`src/dct_cfg.svh`:
```
/*
 * Offsets, reset values, field codes and filter widths of the carrier timer pair.
 * Assumes inclusion by bare name from the top module.
 */
`ifndef DCT_CFG_SVH
`define DCT_CFG_SVH

`define DCT_T8_CTRL_IDX    3'h0
`define DCT_SHARED_IDX     3'h1
`define DCT_T16_CTRL_IDX   3'h2
`define DCT_T16_RLD_HI_IDX 3'h3
`define DCT_T16_RLD_LO_IDX 3'h4
`define DCT_T8_RLD_IDX     3'h5

`define DCT_CTRL_RST       8'h00
`define DCT_SHARED_RST     8'h00
`define DCT_RLD_RST        8'h00

`define DCT_SUB_NORMAL     2'h0
`define DCT_SUB_ALT        2'h1
`define DCT_SUB_FORCE0     2'h2
`define DCT_SUB_FORCE1     2'h3

`define DCT_FN_AND         2'h0
`define DCT_FN_OR          2'h1
`define DCT_FN_NOR         2'h2
`define DCT_FN_NAND        2'h3

`define DCT_EDGE_FALL      2'h0
`define DCT_EDGE_RISE      2'h1

`define DCT_FILT_W0        5'h01
`define DCT_FILT_W1        5'h04
`define DCT_FILT_W2        5'h08
`define DCT_FILT_W3        5'h10

`endif

```
`src/dct_pkg.sv`:
```
/*
 * Types of the carrier timer pair: control register layouts and bus states.
 * Assumes nothing beyond the constants header.
 */
package dct_pkg;
	typedef struct packed {
		logic       en;
		logic       single;
		logic       status;
		logic       init;
		logic [1:0] rsv;
		logic       irq_en;
		logic       pin_en;
	} dct_tctrl_s;

	typedef struct packed {
		logic       mode;
		logic       pin_sel;
		logic [1:0] func;
		logic [1:0] sub;
		logic       rsv;
		logic       init;
	} dct_shared_s;

	typedef enum logic [1:0] {
		DCT_IDLE = 2'b01,
		DCT_ACK  = 2'b10
	} dct_bus_e;
endpackage

```
`src/dct_timer_pair.sv`:
```
/*
 * Paired 8-bit and 16-bit carrier down-counters with demodulation front end,
 * registers on an Avalon-MM slave with waitrequest.
 * Assumes port data inputs are on clk_i; demodulation pins are asynchronous.
 */
`timescale 1ns/100ps
`include "dct_cfg.svh"

module dct_timer_pair
	import dct_pkg::*;
(
	input  wire logic        clk_i,
	input  wire logic        rst_n_i,
	input  wire logic        ce_i,
	input  wire logic [4:0]  address_i,
	input  wire logic        read_i,
	input  wire logic        write_i,
	input  wire logic [31:0] writedata_i,
	input  wire logic [3:0]  byteenable_i,
	output logic      [31:0] readdata_o,
	output logic             waitrequest_o,
	input  wire logic [2:0]  port_data_i,
	input  wire logic        demod_pin_a_i,
	input  wire logic        demod_pin_b_i,
	input  wire logic        pin_b_mask_i,
	output logic             timer8_out_pin_o,
	output logic             timer16_out_pin_o,
	output logic             combined_out_pin_o,
	output logic             timer8_irq_o,
	output logic             timer16_irq_o,
	output logic             pin_b_interrupt_o
);
	// ************************************************************
	// bus slave
	// ************************************************************
	dct_bus_e    bus_reg;
	logic        wait_reg;
	logic [31:0] rdata_reg;
	dct_tctrl_s  tctrl_reg [2];
	dct_shared_s shared_reg;
	logic [7:0]  rld_hi_reg;
	logic [7:0]  rld_lo_reg;
	logic [7:0]  rld8_reg;
	logic        fall_reg;
	logic [15:0] cnt_reg [2];
	logic [1:0]  tout_reg;

	wire       req    = read_i | write_i;
	wire [2:0] idx    = address_i[4:2];
	wire       we     = ce_i & (bus_reg == DCT_ACK) & write_i & byteenable_i[0];
	wire [7:0] wb     = writedata_i[7:0];
	wire       we_t8  = we & (idx == `DCT_T8_CTRL_IDX);
	wire       we_sh  = we & (idx == `DCT_SHARED_IDX);
	wire       we_t16 = we & (idx == `DCT_T16_CTRL_IDX);
	wire       tx     = ~shared_reg.mode;
	wire       alt    = tx & (shared_reg.sub == `DCT_SUB_ALT);
	wire       force16 = tx & shared_reg.sub[1];
	wire       sh_d0  = tx ? shared_reg.init : fall_reg;
	wire [7:0] rd_byte =
		(idx == `DCT_T8_CTRL_IDX)    ? tctrl_reg[0] :
		(idx == `DCT_SHARED_IDX)     ? {shared_reg[7:1], sh_d0} :
		(idx == `DCT_T16_CTRL_IDX)   ? tctrl_reg[1] :
		(idx == `DCT_T16_RLD_HI_IDX) ? rld_hi_reg :
		(idx == `DCT_T16_RLD_LO_IDX) ? rld_lo_reg :
		(idx == `DCT_T8_RLD_IDX)     ? rld8_reg : 8'h00;

	always_ff @(posedge clk_i or negedge rst_n_i) begin
		if (!rst_n_i) begin
			bus_reg   <= DCT_IDLE;
			wait_reg  <= 1'b1;
			rdata_reg <= 32'h0;
		end else if (ce_i) begin
			unique case (bus_reg)
				DCT_IDLE: begin
					if (req) begin
						bus_reg   <= DCT_ACK;
						wait_reg  <= 1'b0;
						rdata_reg <= {24'h0, rd_byte};
					end
				end
				DCT_ACK: begin
					bus_reg  <= DCT_IDLE;
					wait_reg <= 1'b1;
				end
			endcase
		end
	end

	always_ff @(posedge clk_i or negedge rst_n_i) begin
		if (!rst_n_i) begin
			shared_reg <= `DCT_SHARED_RST;
			rld_hi_reg <= `DCT_RLD_RST;
			rld_lo_reg <= `DCT_RLD_RST;
			rld8_reg   <= `DCT_RLD_RST;
		end else begin
			if (we_sh) begin
				shared_reg <= {wb[7:1], tx ? wb[0] : shared_reg.init};
			end
			if (we & (idx == `DCT_T16_RLD_HI_IDX)) begin
				rld_hi_reg <= wb;
			end
			if (we & (idx == `DCT_T16_RLD_LO_IDX)) begin
				rld_lo_reg <= wb;
			end
			if (we & (idx == `DCT_T8_RLD_IDX)) begin
				rld8_reg <= wb;
			end
		end
	end

	// ************************************************************
	// demodulation front end
	// ************************************************************
	logic [1:0] sync_a_reg;
	logic [1:0] sync_b_reg;
	logic       filt_reg;
	logic       filt_d_reg;
	logic [4:0] gcnt_reg;

	wire       raw_in = shared_reg.pin_sel ? sync_b_reg[1] : sync_a_reg[1];
	wire [4:0] glim   = (shared_reg.sub == 2'h0) ? `DCT_FILT_W0 :
	                    (shared_reg.sub == 2'h1) ? `DCT_FILT_W1 :
	                    (shared_reg.sub == 2'h2) ? `DCT_FILT_W2 : `DCT_FILT_W3;
	wire       fall_e = filt_d_reg & ~filt_reg;
	wire       rise_e = ~filt_d_reg & filt_reg;
	wire       capt   = ~tx & ((shared_reg.func == `DCT_EDGE_FALL) ? fall_e :
	                    (shared_reg.func == `DCT_EDGE_RISE) ? rise_e : (fall_e | rise_e));

	always_ff @(posedge clk_i or negedge rst_n_i) begin
		if (!rst_n_i) begin
			sync_a_reg <= 2'h0;
			sync_b_reg <= 2'h0;
			filt_reg   <= 1'b0;
			filt_d_reg <= 1'b0;
			gcnt_reg   <= 5'h0;
			fall_reg   <= 1'b0;
		end else if (ce_i) begin
			sync_a_reg <= {sync_a_reg[0], demod_pin_a_i};
			sync_b_reg <= {sync_b_reg[0], demod_pin_b_i};
			filt_d_reg <= filt_reg;
			if (raw_in == filt_reg) begin
				gcnt_reg <= 5'h0;
			end else if (gcnt_reg + 5'h1 >= glim) begin
				filt_reg <= raw_in;
				gcnt_reg <= 5'h0;
			end else begin
				gcnt_reg <= gcnt_reg + 5'h1;
			end
			if (~tx & fall_e) begin
				fall_reg <= 1'b1;
			end else if (we_sh & ~tx & wb[0]) begin
				fall_reg <= 1'b0;
			end
		end
	end

	// ************************************************************
	// counters
	// ************************************************************
	logic [1:0]  term;
	logic [1:0]  load;
	logic [1:0]  en_next;
	logic [1:0]  init_lvl;
	logic [15:0] rld [2];

	assign rld[0]      = {8'h00, rld8_reg};
	assign rld[1]      = {rld_hi_reg, rld_lo_reg};
	assign init_lvl[0] = tctrl_reg[0].init;
	assign init_lvl[1] = shared_reg.init;

	genvar i;
	generate
		for (i = 0; i < 2; i++) begin : g_tmr
			wire wr = (i == 0) ? we_t8 : we_t16;
			assign term[i] = tx & tctrl_reg[i].en & (cnt_reg[i] == 16'h0);
			assign en_next[i] = (alt & term[1-i]) ? 1'b1 :
			                    (term[i] & tctrl_reg[i].single) ? 1'b0 :
			                    wr ? wb[7] : tctrl_reg[i].en;
			assign load[i] = ce_i & en_next[i] & ~tctrl_reg[i].en;

			always_ff @(posedge clk_i or negedge rst_n_i) begin
				if (!rst_n_i) begin
					tctrl_reg[i] <= `DCT_CTRL_RST;
					cnt_reg[i]   <= 16'h0;
					tout_reg[i]  <= 1'b0;
				end else if (ce_i) begin
					if (wr) begin
						tctrl_reg[i] <= {wb[7:6], tctrl_reg[i].status, wb[4:0]};
					end
					tctrl_reg[i].en <= en_next[i];
					if (term[i]) begin
						tctrl_reg[i].status <= 1'b1;
					end else if (wr & wb[5]) begin
						tctrl_reg[i].status <= 1'b0;
					end
					if (load[i]) begin
						cnt_reg[i]  <= rld[i];
						tout_reg[i] <= init_lvl[i];
					end else if (term[i]) begin
						cnt_reg[i]  <= tctrl_reg[i].single ? cnt_reg[i] : rld[i];
						tout_reg[i] <= ~tout_reg[i];
					end else if (tctrl_reg[i].en & tx) begin
						cnt_reg[i] <= cnt_reg[i] - 16'h1;
					end else if (~tctrl_reg[i].en) begin
						tout_reg[i] <= ~init_lvl[i];
					end
				end
			end
		end
	endgenerate

	// ************************************************************
	// output logic
	// ************************************************************
	// forced timer16 level
	wire t16_eff = force16 ? shared_reg.sub[0] : tout_reg[1];
	wire t8_eff  = tout_reg[0];
	wire comb    = (shared_reg.func == `DCT_FN_AND) ? (t8_eff & t16_eff) :
	               (shared_reg.func == `DCT_FN_OR)  ? (t8_eff | t16_eff) :
	               (shared_reg.func == `DCT_FN_NOR) ? ~(t8_eff | t16_eff) :
	               ~(t8_eff & t16_eff);

	always_ff @(posedge clk_i or negedge rst_n_i) begin
		if (!rst_n_i) begin
			timer8_out_pin_o   <= 1'b0;
			timer16_out_pin_o  <= 1'b0;
			combined_out_pin_o <= 1'b0;
			timer8_irq_o       <= 1'b0;
			timer16_irq_o      <= 1'b0;
			pin_b_interrupt_o  <= 1'b0;
		end else if (ce_i) begin
			timer8_out_pin_o   <= tctrl_reg[0].pin_en ? t8_eff : port_data_i[0];
			timer16_out_pin_o  <= tctrl_reg[1].pin_en ? t16_eff : port_data_i[1];
			combined_out_pin_o <= (tx & shared_reg.pin_sel) ? comb : port_data_i[2];
			timer8_irq_o       <= term[0] & tctrl_reg[0].irq_en;
			timer16_irq_o      <= term[1] & tctrl_reg[1].irq_en;
			pin_b_interrupt_o  <= capt & shared_reg.pin_sel & ~pin_b_mask_i;
		end
	end

	assign readdata_o    = rdata_reg;
	assign waitrequest_o = wait_reg;
endmodule

```
`config.mk`:
```
export PLATFORM = sky130hd
export DESIGN_NAME = dct_timer_pair
export DESIGN_NICKNAME = d
export VERILOG_FILES = /design/src/dct_pkg.sv /design/src/dct_timer_pair.sv
export VERILOG_INCLUDE_DIRS = /design/src
export SDC_FILE = /design/constraint.sdc
export NUM_CORES = 1
export LEC_CHECK = 0
export BUFFER_PORTS_ARGS = -buffer_cell sky130_fd_sc_hd__buf_4
export CORE_MARGIN = 2
export CORE_UTILIZATION = 58
export CTS_BUF_LIST = sky130_fd_sc_hd__clkbuf_16
export CTS_CLUSTER_SIZE = 10
export DETAILED_ROUTE_END_ITERATION = 10
export PLACE_DENSITY = 0.88
export SYNTH_ARGS = -nofsm -noshare
export SYNTH_HDL_FRONTEND = slang
export SYNTH_SLANG_ARGS = --single-unit
```
`constraint.sdc`:
```
create_clock -name clk_i -period 2.8 [get_ports clk_i]
set_input_delay 0.42 -clock clk_i [delete_from_list [all_inputs] [get_ports clk_i]]
set_output_delay 0.42 -clock clk_i [all_outputs]
set_load 0.03 [all_outputs]
```
==> results.md <==
- Status: completed
- Worst-Margin Slew: 0.6621 ns
- Max clock buf depth: 2
- Fin nets: 748
- Crit. End Element: flop
- Antenna diode count: 0
- DRT iter0 DRCs: 641
- Vias in the first global route: 5338
- CP max-delay cell: dfrtp_1
- Die Span Y: 109.3 um
- Clock Power Share: 0.198
- Area leader, netlist: dfrtp_1
- Net Sw Frac: 0.4024
- Syn_area_per_cell: 9.907 um^2
- Comb power frac: 0.360
- EDFF count, synth: 0
- Iteration count of the initial detailed-routing pass: 5
- Crit path max fanout: 7
- Overflow after GRT: 0
- Setup TNS: 0 ns
- PostCTS Resize Cnt: 0
- Post-synth top area share: 0.4242
- Worst Hold Class: input port to asynchronous set/reset pin
- Area grow syn2layout: 10.22%
- Postcts setup bufs: 0
- Slew HR: 0.5586
- Port-buffer cells: 37
- Setup violations, final: 0
- Site Rows: 38
- Top post-synthesis cells by area: dfrtp_1 (42%), mux2_2 (9.1%), o21ai_0 (3.5%), nand2_1 (3.3%), nor2_1 (2.9%)
- Compound-Gate Fraction of Synth Area: 0.1672
- Adder and majority gate portion of the synthesized area: 0.02140
- Final Hold Viols: 0
- Worst setup SP type: flop
- Count leader, synth: dfrtp_1
- CTS tree: yes
- Placer Congestion: 0.8922
- Global-route wire length before repair: 27.43 mm
- Drt wl/cell: 20.13 um
- Clock Pin Slew Worst Setup and Hold Paths: 0.07 ns
- Synth Area in XOR/XNOR: 0.004086
- Post-route design area: 7087 um^2
- Worst path cell trace: nor2_1, ha_1, or3b_2, a21o_1, a21oi_1, o21ai_0, or2_2, o2bb2ai_1
- Core Footprint: 10840 um^2
- Final Cycle Share: 0.9402
- Cells after synthesis: 649
- Vias per Instance: 6.567
- Sink Count: 110
- CP required: 3.08 ns
- Detail Placement HPWL: 11.90 mm
- Largest stage delay, worst path: 0.51 ns
- Die extent in x: 109.3 um
- RSZ-0062 raised after global routing: no
- Reg2reg start: shared_reg[2]
- Hold Buf Count CTS: 0
- Clk_skew: 0.01101 ns
- Post-synth cell types: 78
- Family with the most delay on the worst path: simple AND/OR/NAND/NOR gates
- Clock root buffer master: clkbuf_16
- Cell Area, Placed: 6820 um^2
- Largest net degree at the start of global routing: 52
- Post-synth top cells: dfrtp_1 (109), nand2_1 (57), mux2_2 (52)
- Register share of total power: 0.441
- Finished Core Util: 0.6537
- Worst vdd ir: 0.6817 mV
- # H-tree levels: 3
- Syn. warnings: 0
- Cell Area, Synth: 6430 um^2
- Share of flip-flops with an asynchronous set or reset: 1.000
- Int Power: 0.003582 W
- WS Path Type: flop to flop
- Final WL: 16.71 mm
- Slew Limit Fails: 0
- Post-synthesis simple-gate area fraction: 0.1895
- Seq/Total Area, Yosys: 0.4283
- Buf/Inv on CP: 0
- MaxCap Viol Count: 0
- Power per cell area: 845.8 nW/um^2
- Fmax: 379.9 MHz
- Mux contribution to synthesized area: 0.1245
- P_leak: 3.126 nW
- Flops & latches, synth: 110
- Dominant synthesized flop cell: dfrtp_1
- Initial antenna violation count: 0
- Io pins: 91
- CTS Buf Count: 9
- Fillers: 813
- Clk_lat worst skew: 0.36 ns
- # DRC: 0
- Final ANT Viol Nets: 0
- Largest family of logic cells by synthesized area: simple AND/OR/NAND/NOR gates
- Die ar.: 11940 um^2
- Fraction of layout cells with a size suffix above 1: 0.2319
- CP Data Arrival Time: 2.91 ns
- Clock period minus worst slack: 2.633 ns
- Largest register FFs: 32
- GRT Total Usage: 0.2988
- Initial Utilization: 0.5931
- NetSw: 0.002412 W
- Vias post-DR: 5451
- CP startpoint: shared_reg[2]
[placed cells by master, fill, tap and decap left out, types with 4 or more instances in the layout]
cell type and instances:
dfrtp_1 109, nand2_1 57, buf_4 57, mux2_2 52, nor2_1 50, o21ai_0 45, a21oi_1 33, conb_1 24
nand3_1 19, inv_1 19, mux2i_1 17, nor3_1 13, a31oi_1 12, ha_1 11, o21a_1 10, a22oi_1 9
clkbuf_16 9, nand2b_1 8, nor4_1 8, nor2b_1 6, nand4_1 6, o221ai_1 6, or3_1 5, o21ai_1 5
o2bb2ai_1 5, nand3b_1 4, nor4_4 4, nor4_2 4, o211ai_1 4, and2_1 4
[power by group through the flow]
stage          logic, W  clock network (W)  registers [W]
6_report        0.00216            0.00119        0.00265
3_5_place_dp    0.00210                  0        0.00265
4_1_cts         0.00214            0.00118        0.00262
2_1_floorplan   0.00146                  0        0.00261
5_1_grt         0.00237            0.00124        0.00270
3_3_place_gp    0.00201                  0        0.00261
[through the flow]
step	setup slack [ns]	std cells	hold WS, ns	total power, W
2_1_floorplan	0.6168	672	0.1244	0.004066
3_3_place_gp	0.4092	814	0.4699	0.004617
3_5_place_dp	0.3406	814	0.4775	0.004754
4_1_cts	0.2612	830	0.1257	0.005947
5_1_grt	0.09812	830	0.1547	0.006313
6_report	0.1674	830	0.09049	0.005994
[worst paths after layout]
path,end,slack (ns),cells past startpoint
worst min register to register,readdata_o[5],0.49,1
worst min-delay path,sync_b_reg[1],0.09,1
min in group clk_i,sync_b_reg[0],0.30,2
worst max-delay path,gcnt_reg[2],0.17,8
max in group asynchronous,readdata_o[2],1.84,3
worst max register to register,gcnt_reg[2],0.17,8
[layer usage]
layer  GRT usage  wire (um)  up-vias
li1            -          -     2388
met1      0.3988       6371     2649
met2      0.4827       8107      346
met3     0.04920       1524       68
met4      0.1338        706        0
met5           0          0        -
[cell type report]
| class | instances | area, um^2 | area share |
|---|---|---|---|
| Tap cell | 140 | 175.2 | 0.02472 |
| Clock buffer | 9 | 225.2 | 0.03178 |
| Sequential cell | 110 | 2754 | 0.3886 |
| Clock inverter | 7 | 41.29 | 0.005826 |
| Inverter | 20 | 75.07 | 0.01059 |
| Timing Repair Buffer | 59 | 467.9 | 0.06603 |
| Multi-Input combinational cell | 485 | 3348 | 0.4725 |
[worst register-to-register path, cell delays in order, from the launching register on]
cell and delay (ns):
dfrtp_1 0.51, nor2_1 0.09, ha_1 0.28, or3b_2 0.48
a21o_1 0.19, a21oi_1 0.24, o21ai_0 0.26, or2_2 0.36
o2bb2ai_1 0.14
[cells by family (layout without fill, tap and decap cells)]
| family | Yosys count | in the layout |
|---|---|---|
| DFF | 110 | 110 |
| AOI/OAI and AO/OA | 162 | 162 |
| and+or+nand+nor | 214 | 214 |
| xor gates and xnor gates | 3 | 3 |
| adders and majority gates | 11 | 11 |
| other | 1 | 24 |
| muxes | 71 | 71 |
| buffers and inverters | 77 | 95 |
Power figures use the tool's default switching activity.
